[src/dcam_defs.svh]
/*
 constants for the ddr channel address mapper: timing counts, widths, burst lengths
 and the fields of the address translation. included by bare name, definitions only.
*/
// Functional notes
// dual mode: 128 data plus 16 check bits across two channels
// single mode: one channel, 64 data plus 8 check bits, channel b off
// dual mode lock-step; low quad word of each double quad word on a, high on b
// dual mode: cache line is a burst of 4 per channel, 2 clocks
// single mode: cache line is a burst of 8, 4 clocks
// dual mode: 256-bit internal path moves once per core clock; the mapper moves one 128-bit double quad word per clock, over 2 clocks
// single mode: 256-bit path muxed one double quad word at a time
// eight chip selects, one per row, at most eight rows
// cas latency 2 or 2.5 only; paired dimms may differ
// only registered dimms with check bits are accepted
// x4/x8, 72-bit, 128/256/512 Mb devices, four dimms per channel
// decode limit 16 GB dual, 8 GB single, unless reclaim is on
// system populates dimms in pairs of identical geometry
// dual column: bit0 low, bits1-9 from host 5-13, bit10 precharge
// single column: bits0-1 low, bits2-9 from host 5-12, bit10 precharge
// row bits 0-6 from 18-24, 9-11 from 25-27; single one lower
// x8 bank from 15/14, row8 from 16; x4 bank low 16, row8 28
// 512 Mb x4: bank 17/16, row7 30, row12 29, col11/12 from 14/15
// firmware reads dimm rom over two-wire bus at 1010 plus straps
// firmware programs config and initialises dram before any cycle
// memory runs on the same core clock as the processor bus
// chip select chosen by cumulative row boundaries; none past last row
`ifndef DCAM_DEFS_SVH
`define DCAM_DEFS_SVH
`define DCAM_CHAN_DATA_W   64
`define DCAM_CHAN_CHECK_W  8
`define DCAM_PATH_W        256
`define DCAM_HADDR_W       36
`define DCAM_ROWS          8
`define DCAM_BURST_DUAL    4
`define DCAM_BURST_SINGLE  8
`define DCAM_BEATS_DUAL    3'd2
`define DCAM_BEATS_SINGLE  3'd4
`define DCAM_LIMIT_DUAL    36'h400000000
`define DCAM_LIMIT_SINGLE  36'h200000000
`define DCAM_BOUND_LSB     26
`define DCAM_BOUND_W       10
`define DCAM_ROM_PREFIX    4'hA
`endif

[src/dcam_pkg.sv]
/*
 types for the ddr channel address mapper.
 assumes nothing of its surroundings.
*/
package dcam_pkg;
  typedef enum logic [1:0] {
    DCAM_TECH_128 = 2'h0,
    DCAM_TECH_256 = 2'h1,
    DCAM_TECH_512 = 2'h2
  } dcam_tech_t;

  typedef enum logic [2:0] {
    DCAM_IDLE  = 3'h1,
    DCAM_MOVE  = 3'h2,
    DCAM_BLOCK = 3'h4
  } dcam_state_t;
endpackage

[src/dcam_row_select.sv]
/*
 row decoder: compares a host address against cumulative row boundaries.
 assumes boundaries are programmed ascending in 64 MB units by firmware.
*/
`timescale 1ns/10ps
`include "dcam_defs.svh"
module dcam_row_select #(
  parameter int ROWS = `DCAM_ROWS
) (
  input  wire logic [`DCAM_HADDR_W-1:0]        haddr,
  input  wire logic [ROWS*`DCAM_BOUND_W-1:0]   row_bound,
  output logic      [ROWS-1:0]                 row_hit,
  output logic                                 row_any
);
  logic [`DCAM_BOUND_W-1:0] unit;
  logic [ROWS-1:0]          below;
  assign unit = haddr[`DCAM_BOUND_LSB +: `DCAM_BOUND_W];

  genvar g;
  generate
    for (g = 0; g < ROWS; g++) begin : g_cmp
      assign below[g] = unit < row_bound[g*`DCAM_BOUND_W +: `DCAM_BOUND_W];
      // first row whose top lies above the address
      if (g == 0) begin : g_first
        assign row_hit[g] = below[g];
      end else begin : g_rest
        assign row_hit[g] = below[g] & ~below[g-1];
      end
    end
  endgenerate

  // past the last populated row nothing matches
  assign row_any = |row_hit;
endmodule

[src/dcam_addr_xlate.sv]
/*
 combinational row, column and bank translation of a host address.
 assumes a 64-byte cache line aligned host address.
*/
`timescale 1ns/10ps
`include "dcam_defs.svh"
module dcam_addr_xlate (
  input  wire logic [`DCAM_HADDR_W-1:0] haddr,
  input  wire logic                     dual_mode,
  input  wire logic                     dev_x4,
  input  wire dcam_pkg::dcam_tech_t     tech,
  input  wire logic                     auto_precharge_flag,
  output logic      [12:0]              row_addr,
  output logic      [12:0]              col_addr,
  output logic                          bank_select_low,
  output logic                          bank_select_high
);
  logic [`DCAM_HADDR_W-1:0] a;
  logic                     big4;

  always_comb begin
    // single mode reuses dual mapping with every source bit one lower
    a = dual_mode ? haddr : {haddr[`DCAM_HADDR_W-2:0], 1'b0};
    big4 = dev_x4 && (tech == dcam_pkg::DCAM_TECH_512);
    row_addr = 13'h0000;
    col_addr = 13'h0000;
    row_addr[6:0]  = a[24:18];
    row_addr[11:9] = a[27:25];
    row_addr[7]    = big4 ? a[30] : a[17];
    row_addr[8]    = dev_x4 ? a[28] : a[16];
    if (tech != dcam_pkg::DCAM_TECH_128) begin
      row_addr[12] = dev_x4 ? a[29] : a[28];
    end
    if (dual_mode) begin
      col_addr[9:1] = haddr[13:5];
    end else begin
      col_addr[9:2] = haddr[12:5];
    end
    col_addr[10] = auto_precharge_flag;
    if (dev_x4 || tech == dcam_pkg::DCAM_TECH_512) begin
      col_addr[11] = a[14];
    end
    if (big4) begin
      col_addr[12] = a[15];
    end
    if (big4) begin
      bank_select_high = a[17];
      bank_select_low  = a[16];
    end else if (dev_x4) begin
      bank_select_high = a[15];
      bank_select_low  = a[16];
    end else begin
      bank_select_high = a[15];
      bank_select_low  = a[14];
    end
  end
endmodule

[src/dcam_top.sv]
/*
 ddr channel address mapper: takes a cache-line request with its 256-bit data,
 picks the row, translates the address and streams double quad words to one or
 two lock-stepped 72-bit channels. assumes the host bus and memory share sys_clk,
 and that firmware drives the configuration inputs before issuing requests.
*/
`timescale 1ns/10ps
`include "dcam_defs.svh"
module dcam_top #(
  parameter int ROWS = `DCAM_ROWS
) (
  input  wire logic                            sys_clk, // host and memory share it
  input  wire logic                            rst_n,
  input  wire logic                            cfg_dual_mode,
  input  wire logic                            cfg_dev_x4,
  input  wire dcam_pkg::dcam_tech_t            cfg_tech,
  input  wire logic [ROWS-1:0]                 cfg_cas_latency_half, // 2 or 2.5 only
  input  wire logic                            cfg_registered_ecc,
  input  wire logic                            cfg_reclaim_en,
  input  wire logic                            cfg_done,
  input  wire logic [ROWS*`DCAM_BOUND_W-1:0]   cfg_row_bound,
  input  wire logic                            req_valid,
  output logic                                 req_ready,
  input  wire logic [`DCAM_HADDR_W-1:0]        req_addr,
  input  wire logic                            req_auto_precharge,
  input  wire logic [`DCAM_PATH_W-1:0]         req_data,
  input  wire logic [2*`DCAM_CHAN_CHECK_W-1:0] req_check_lo,
  input  wire logic [2*`DCAM_CHAN_CHECK_W-1:0] req_check_hi,
  output logic                                 req_error,
  output logic [ROWS-1:0]                      chip_select_q,
  output logic [12:0]                          row_addr_q,
  output logic [12:0]                          col_addr_q,
  output logic                                 bank_select_low_q,
  output logic                                 bank_select_high_q,
  output logic [3:0]                           burst_len_q,
  output logic                                 chan_a_valid_q,
  output logic [`DCAM_CHAN_DATA_W-1:0]         chan_a_data_q,
  output logic [`DCAM_CHAN_CHECK_W-1:0]        chan_a_check_q,
  output logic                                 chan_b_valid_q,
  output logic                                 chan_b_enable_q,
  output logic [`DCAM_CHAN_DATA_W-1:0]         chan_b_data_q,
  output logic [`DCAM_CHAN_CHECK_W-1:0]        chan_b_check_q,
  output logic                                 cfg_error_q
);
  localparam int DQUAD_W = 2 * `DCAM_CHAN_DATA_W;

  dcam_pkg::dcam_state_t state_q;
  dcam_pkg::dcam_state_t state_d;
  logic [2:0]            beat_q;
  logic [2:0]            beats;
  logic [`DCAM_PATH_W-1:0] line_q;
  logic [4*`DCAM_CHAN_CHECK_W-1:0] chk_q;
  logic                  mode_q;
  logic [ROWS-1:0]       row_hit;
  logic                  row_any;
  logic [12:0]           row_addr;
  logic [12:0]           col_addr;
  logic                  bsl;
  logic                  bsh;
  logic                  over_limit;
  logic                  cfg_ok;
  logic                  take;

  // half-clock latency is allowed per row; the mapper takes it in but drives no output from it
  // so pairs with different settings still share geometry
  function automatic logic cfg_legal(input logic reg_ecc, input dcam_pkg::dcam_tech_t t);
    cfg_legal = reg_ecc && (t != 2'h3);
  endfunction

  always_ff @(posedge sys_clk) begin
    if (!rst_n) begin
      cfg_error_q <= 1'b0;
    end else begin
      cfg_error_q <= cfg_done && !cfg_legal(cfg_registered_ecc, cfg_tech);
    end
  end

  // no cycle reaches memory before firmware marks the setup complete
  assign cfg_ok = cfg_done && !cfg_error_q;

  dcam_row_select #(
    .ROWS (ROWS)
  ) u_rows (
    .haddr     (req_addr),
    .row_bound (cfg_row_bound),
    .row_hit   (row_hit),
    .row_any   (row_any)
  );

  dcam_addr_xlate u_xlate (
    .haddr               (req_addr),
    .dual_mode           (cfg_dual_mode),
    .dev_x4              (cfg_dev_x4),
    .tech                (cfg_tech),
    .auto_precharge_flag (req_auto_precharge),
    .row_addr            (row_addr),
    .col_addr            (col_addr),
    .bank_select_low     (bsl),
    .bank_select_high    (bsh)
  );

  // reclaim lifts the decode ceiling; rows still bound the range
  always_comb begin
    if (cfg_reclaim_en) begin
      over_limit = 1'b0;
    end else if (cfg_dual_mode) begin
      over_limit = req_addr >= `DCAM_LIMIT_DUAL;
    end else begin
      over_limit = req_addr >= `DCAM_LIMIT_SINGLE;
    end
  end

  assign req_ready = (state_q == dcam_pkg::DCAM_IDLE) && cfg_ok;
  assign take      = req_valid && req_ready;
  assign req_error = take && (over_limit || !row_any);
  assign beats     = mode_q ? `DCAM_BEATS_DUAL : `DCAM_BEATS_SINGLE;

  always_comb begin
    state_d = state_q;
    unique case (state_q)
      dcam_pkg::DCAM_IDLE: begin
        if (!cfg_ok) begin
          state_d = dcam_pkg::DCAM_BLOCK;
        end else if (take && !req_error) begin
          state_d = dcam_pkg::DCAM_MOVE;
        end
      end
      dcam_pkg::DCAM_MOVE: begin
        if (beat_q == beats - 3'd1) begin
          state_d = dcam_pkg::DCAM_IDLE;
        end
      end
      dcam_pkg::DCAM_BLOCK: begin
        if (cfg_ok) begin
          state_d = dcam_pkg::DCAM_IDLE;
        end
      end
      default: state_d = dcam_pkg::DCAM_BLOCK;
    endcase
  end

  always_ff @(posedge sys_clk) begin
    if (!rst_n) begin
      state_q <= dcam_pkg::DCAM_BLOCK;
    end else begin
      state_q <= state_d;
    end
  end

  // address, chip select and line capture on acceptance
  always_ff @(posedge sys_clk) begin
    if (!rst_n) begin
      chip_select_q      <= '0;
      row_addr_q         <= 13'h0000;
      col_addr_q         <= 13'h0000;
      bank_select_low_q  <= 1'b0;
      bank_select_high_q <= 1'b0;
      burst_len_q        <= 4'h0;
      mode_q             <= 1'b0;
      line_q             <= '0;
      chk_q              <= '0;
    end else if (take && !req_error) begin
      chip_select_q      <= row_hit;
      row_addr_q         <= row_addr;
      col_addr_q         <= col_addr;
      bank_select_low_q  <= bsl;
      bank_select_high_q <= bsh;
      burst_len_q        <= cfg_dual_mode ? 4'(`DCAM_BURST_DUAL)
                                          : 4'(`DCAM_BURST_SINGLE);
      mode_q             <= cfg_dual_mode;
      line_q             <= req_data;
      chk_q              <= {req_check_hi, req_check_lo};
    end else if (state_d == dcam_pkg::DCAM_IDLE) begin
      chip_select_q <= '0;
    end
  end

  always_ff @(posedge sys_clk) begin
    if (!rst_n) begin
      beat_q <= 3'h0;
    end else if (state_q == dcam_pkg::DCAM_MOVE) begin
      beat_q <= beat_q + 3'd1;
    end else begin
      beat_q <= 3'h0;
    end
  end

  // data beats: dual sends both halves of a double quad word in lock-step,
  // single sends one 64-bit half per beat, low double quad word first
  logic [DQUAD_W-1:0]              dquad;
  logic [2*`DCAM_CHAN_CHECK_W-1:0] dquad_chk;
  logic                            moving;
  logic                            mbeat;
  assign moving    = state_q == dcam_pkg::DCAM_MOVE;
  assign mbeat     = mode_q ? beat_q[0] : beat_q[1];
  assign dquad     = mbeat ? line_q[DQUAD_W +: DQUAD_W] : line_q[0 +: DQUAD_W];
  assign dquad_chk = mbeat ? chk_q[2*`DCAM_CHAN_CHECK_W +: 2*`DCAM_CHAN_CHECK_W]
                           : chk_q[0 +: 2*`DCAM_CHAN_CHECK_W];

  always_ff @(posedge sys_clk) begin
    if (!rst_n) begin
      chan_a_valid_q  <= 1'b0;
      chan_b_valid_q  <= 1'b0;
      chan_b_enable_q <= 1'b0;
      chan_a_data_q   <= '0;
      chan_a_check_q  <= '0;
      chan_b_data_q   <= '0;
      chan_b_check_q  <= '0;
    end else begin
      chan_b_enable_q <= cfg_dual_mode;
      chan_a_valid_q  <= moving;
      chan_b_valid_q  <= moving && mode_q;
      if (moving && mode_q) begin
        // a carries the low 64 of the double quad word, b the high
        chan_a_data_q  <= dquad[0 +: `DCAM_CHAN_DATA_W];
        chan_a_check_q <= dquad_chk[0 +: `DCAM_CHAN_CHECK_W];
        chan_b_data_q  <= dquad[`DCAM_CHAN_DATA_W +: `DCAM_CHAN_DATA_W];
        chan_b_check_q <= dquad_chk[`DCAM_CHAN_CHECK_W +: `DCAM_CHAN_CHECK_W];
      end else if (moving) begin
        chan_a_data_q  <= beat_q[0] ? dquad[`DCAM_CHAN_DATA_W +: `DCAM_CHAN_DATA_W]
                                    : dquad[0 +: `DCAM_CHAN_DATA_W];
        chan_a_check_q <= beat_q[0] ? dquad_chk[`DCAM_CHAN_CHECK_W +: `DCAM_CHAN_CHECK_W]
                                    : dquad_chk[0 +: `DCAM_CHAN_CHECK_W];
        chan_b_data_q  <= '0;
        chan_b_check_q <= '0;
      end
    end
  end
endmodule

[config.mk]
export PLATFORM = sky130hd
export DESIGN_NAME = dcam_top
export DESIGN_NICKNAME = d
export VERILOG_FILES = /design/src/dcam_pkg.sv /design/src/dcam_row_select.sv /design/src/dcam_addr_xlate.sv /design/src/dcam_top.sv
export VERILOG_INCLUDE_DIRS = /design/src
export SDC_FILE = /design/constraint.sdc
export NUM_CORES = 1
export LEC_CHECK = 0
export CAP_MARGIN = 10
export CORE_AREA = 2 2 235 237
export DETAILED_ROUTE_END_ITERATION = 10
export DIE_AREA = 0 0 237 239
export DONT_BUFFER_PORTS = 1
export PLACE_DENSITY_LB_ADDON = 0.12
export SYNTH_ARGS = -nofsm -noshare
export SYNTH_HDL_FRONTEND = slang
export SYNTH_SLANG_ARGS = --single-unit
[constraint.sdc]
create_clock -name sys_clk -period 5.1 [get_ports sys_clk]
set_input_delay 0.765 -clock sys_clk [delete_from_list [all_inputs] [get_ports sys_clk]]
set_output_delay 0.765 -clock sys_clk [all_outputs]
set_load 0.02 [all_outputs]
==> impl_summary.log <==
[metrics] number of rows created at floorplan: 86
[metrics] most instantiated cells after synthesis: 869 x sky130_fd_sc_hd__nand2_1, 479 x sky130_fd_sc_hd__dfxtp_1, 393 x sky130_fd_sc_hd__mux2i_1
[metrics] vias in the first global route: around 17000
[metrics] routability congestion estimate from global placement: 0.838
[metrics] max_cap viols: 0
[metrics] data arrival at the endpoint of the critical path: approximately 2600 ps
[metrics] Netlist Area Pre-Place: about 23000 sq um
[metrics] Die Footprint: 56600 sq um
[metrics] leading post-synthesis cells by cell area: sky130_fd_sc_hd__dfxtp_1 42%, sky130_fd_sc_hd__mux2i_1 17%, sky130_fd_sc_hd__nand2_1 14%
[metrics] share of synthesized area occupied by flip-flops and latches: between 40% and 50%
[metrics] library cell contributing the largest single delay on the critical path: sky130_fd_sc_hd__nor3b_1
[metrics] slew of the pin with the lowest slew margin: 2950 ps
[metrics] Post-CTS Hold Fix Bufs: 0
[metrics] setup tns final: 0 ps
[metrics] via count: roughly 17000
[metrics] final critical delay including setup and external delays: approximately 3400 ps
[metrics] proportion of layout cells with a drive suffix above 1: under 10%
[metrics] maximum clock path buffer count: 3
[metrics] number of enable flip-flop cells after synthesis: 0
[metrics] Power Dens Cells: about 320 nW/um^2
[metrics] path type of the worst setup path: in -> out
[metrics] root buf cell: sky130_fd_sc_hd__clkbuf_16
[metrics] most instantiated library cell after synthesis: sky130_fd_sc_hd__nand2_1
[metrics] number of distinct library cell variants in the gate-level netlist after synthesis: 53
[metrics] dominant register cell in the synthesized netlist: sky130_fd_sc_hd__dfxtp_1
[metrics] Total Routing Usage GR: between 20% and 30%
[metrics] number of vias per cell: 5.31
[metrics] clock transition at the registers of the reported paths: roughly 60 ps
[metrics] first-pass GRT wire length: 98.6 mm
[metrics] Final setup violation count: 0
[metrics] worst-case headroom to the max-slew limit: -96.7%
[metrics] starting density of the core: between 40% and 50%
[metrics] x dimension of the die: about 240 microns
[metrics] total iterations of the first detailed-routing run: 5
[metrics] total number of nets in the final design: 2931
[metrics] share of flip-flops with an asynchronous set or reset after synthesis: 0%
[metrics] leading area contributor after synthesis: sky130_fd_sc_hd__dfxtp_1
[metrics] delay of the slowest critical-path stage: 420 ps
[metrics] most repeated library cell on the critical path: sky130_fd_sc_hd__nor2_1
[metrics] fin util: a little under half
[metrics] area fraction of the dominant cell type after synthesis: 42.4%
[metrics] violated checks: max-slew violations
[metrics] status: finished with violations
[metrics] Synth Area per Inst: roughly 8.9 sq um
[metrics] worst hold path type: in -> reg
[metrics] unrepaired setup endpoints after global routing: false
[metrics] number of warnings reported in the yosys synthesis log: 0
[metrics] Skew-Pair Late Insertion Delay: ~610 ps
[metrics] final HPWL from detailed placement: around 44 mm
[metrics] Final Skew: about 28 ps
[metrics] pin count of the biggest net entering global routing: 722
[metrics] Worst VDD drop: around 0.25 mV
[metrics] critical path peak fanout: 3
[metrics] max-slew violation total from the final report: between 500 and 600
[metrics] number of instances in the synthesized netlist: 2545
[metrics] capturing element type of the critical path: primary output
[metrics] fmax: roughly 0.30 GHz
[metrics] Buffers on Ports: 0
[metrics] number of post-CTS setup repair buffers: 0
[metrics] kind of start point of the critical path: input port
[metrics] total DRC errors in the routed layout: 0
[metrics] cell breakdown of the critical path: inv_1, ha_1, a21o_1, a21oi_1, nor3b_1, nor4_4, nor2_1, a31oi_1, nor2_1
[metrics] die span in y: between 200 and 250 microns
[metrics] final hold viol count: 0
[metrics] post-route ant nets: 0
[metrics] top-level I/O count: approximately 610
[metrics] htree depth: 2
[metrics] gr ovfl total: 0
[metrics] number of synthesized register bits: approximately 480
[metrics] total routed wirelength: about 66 mm
[metrics] routed length per placed instance: between 20 and 25 microns
[metrics] Num CTS Buffers: 53
[metrics] post-cts repair resize count: 0
[metrics] clock tree from TritonCTS: done
[metrics] antenna violations before repair: 9
[metrics] Final Cycle Share: roughly two thirds
[metrics] required time worst endpoint: roughly 4300 ps
[metrics] area added between synthesis and finish: 8.54%
[metrics] number of sinks on the clock net: 479
[metrics] number of violations reported at the end of detailed-routing iteration 0: a little over 900
[metrics] # fillers: 5263
[metrics] Static Leakage: 9.55 nW
[metrics] Core Region: between 50000 and 60000 sq um
==> stage by stage <==
step	instance area (sq um)	power [mW]	hold WS, ps	worst slack [ps]	cells
floorplan	22600	4.15	431	2020	2547
global placement	22800	4.12	439	1670	3084
detailed placement	22800	4.13	446	1600	3084
CTS	24500	7.94	232	1740	3182
global route	24500	8.14	247	1680	3189
finish	24500	7.86	271	1750	3189
==> worst paths after layout <==
path / from / slack [ps] / endpoint / cells after the start
min: cfg_registered_ecc / 270 / cfg_error_q$_SDFF_PN0_ / 1
min reg2reg: chk_q[15]$_SDFFE_PN0N_ / 450 / chk_q[15]$_SDFFE_PN0N_ / 2
max reg2reg: burst_len_q[2]$_SDFFE_PN0N_ / 2160 / chan_a_data_q[17]$_SDFFE_PN0P_ / 6
max: cfg_row_bound[33] / 1750 / req_error / 9
==> kinds of logic after synthesis <==
group	after synthesis	synth area share, %
AND/OR/NAND/NOR	942	16.6
buffers and inverters	266	5.80
AO/OA/AOI/OAI	294	8.75
adder cells (fa/ha/maj)	73	4.04
flip-flops	479	42.4
other	1	0.0166
multiplexers	488	22.3
XOR/XNOR	2	0.0775
==> routing by layer <==
metal	routed length [microns]	GRT usage (%)
met1	27700	27.0
met2	30500	36.5
met3	5430	7.97
met4	2110	8.07
met5	28	0
==> area by class of cell <==
class	count	area [sq um]	area share [%]
clock inverters	14	104	0.423
inverters	79	297	1.21
diodes	7	17.5	0.0714
flip-flops and latches	479	9590	39.1
repair buffers	20	250	1.02
clock buffers	84	1640	6.70
well taps	704	881	3.59
multi-input cells	1802	11700	47.9
==> where the power goes <==
part,internal (mW),switching [mW]
clock network,2.21,1.59
logic,0.154,0.151
registers,3.75,0.00763
total,6.11,1.75
==> worst max-delay path: cells and delay by family <==
| family | cells | cell delay, ps |
|---|---|---|
| AOI/OAI and AO/OA | 3 | 310 |
| buffers and inverters | 1 | 20 |
| adders and majority gates | 1 | 290 |
| and+or+nand+nor | 4 | 1190 |
==> sequential cells by signal (all words and copies together), names as in the netlist, 8 cells and up <==
| signal | flops |
|---|---|
| line_q | 256 |
| chan_a_check_q | 8 |
| chk_q | 32 |
| col_addr_q | 12 |
| chan_b_check_q | 8 |
| row_addr_q | 13 |
| chan_b_data_q | 64 |
| chip_select_q | 8 |
| chan_a_data_q | 64 |
==> placed cells by master (no fill, tap or decap), drive strengths merged, types with 2 or more instances in the layout <==
cell type	count
a211oi	11
a21boi	74
a21o	7
a21oi	21
a31oi	3
a41oi	6
and4	2
buf	20
clkbuf	84
clkinv	11
clkinvlp	2
conb	3
dfxtp	479
diode	7
ha	73
inv	80
mux2	92
mux2i	393
mux4	3
nand2	869
nand2b	9
nand3	5
nand3b	8
nand4	7
nor2	14
nor2b	3
nor3	11
nor3b	7
nor4	3
o211ai	73
o21ai	90
(Power assumes the default switching activity.)
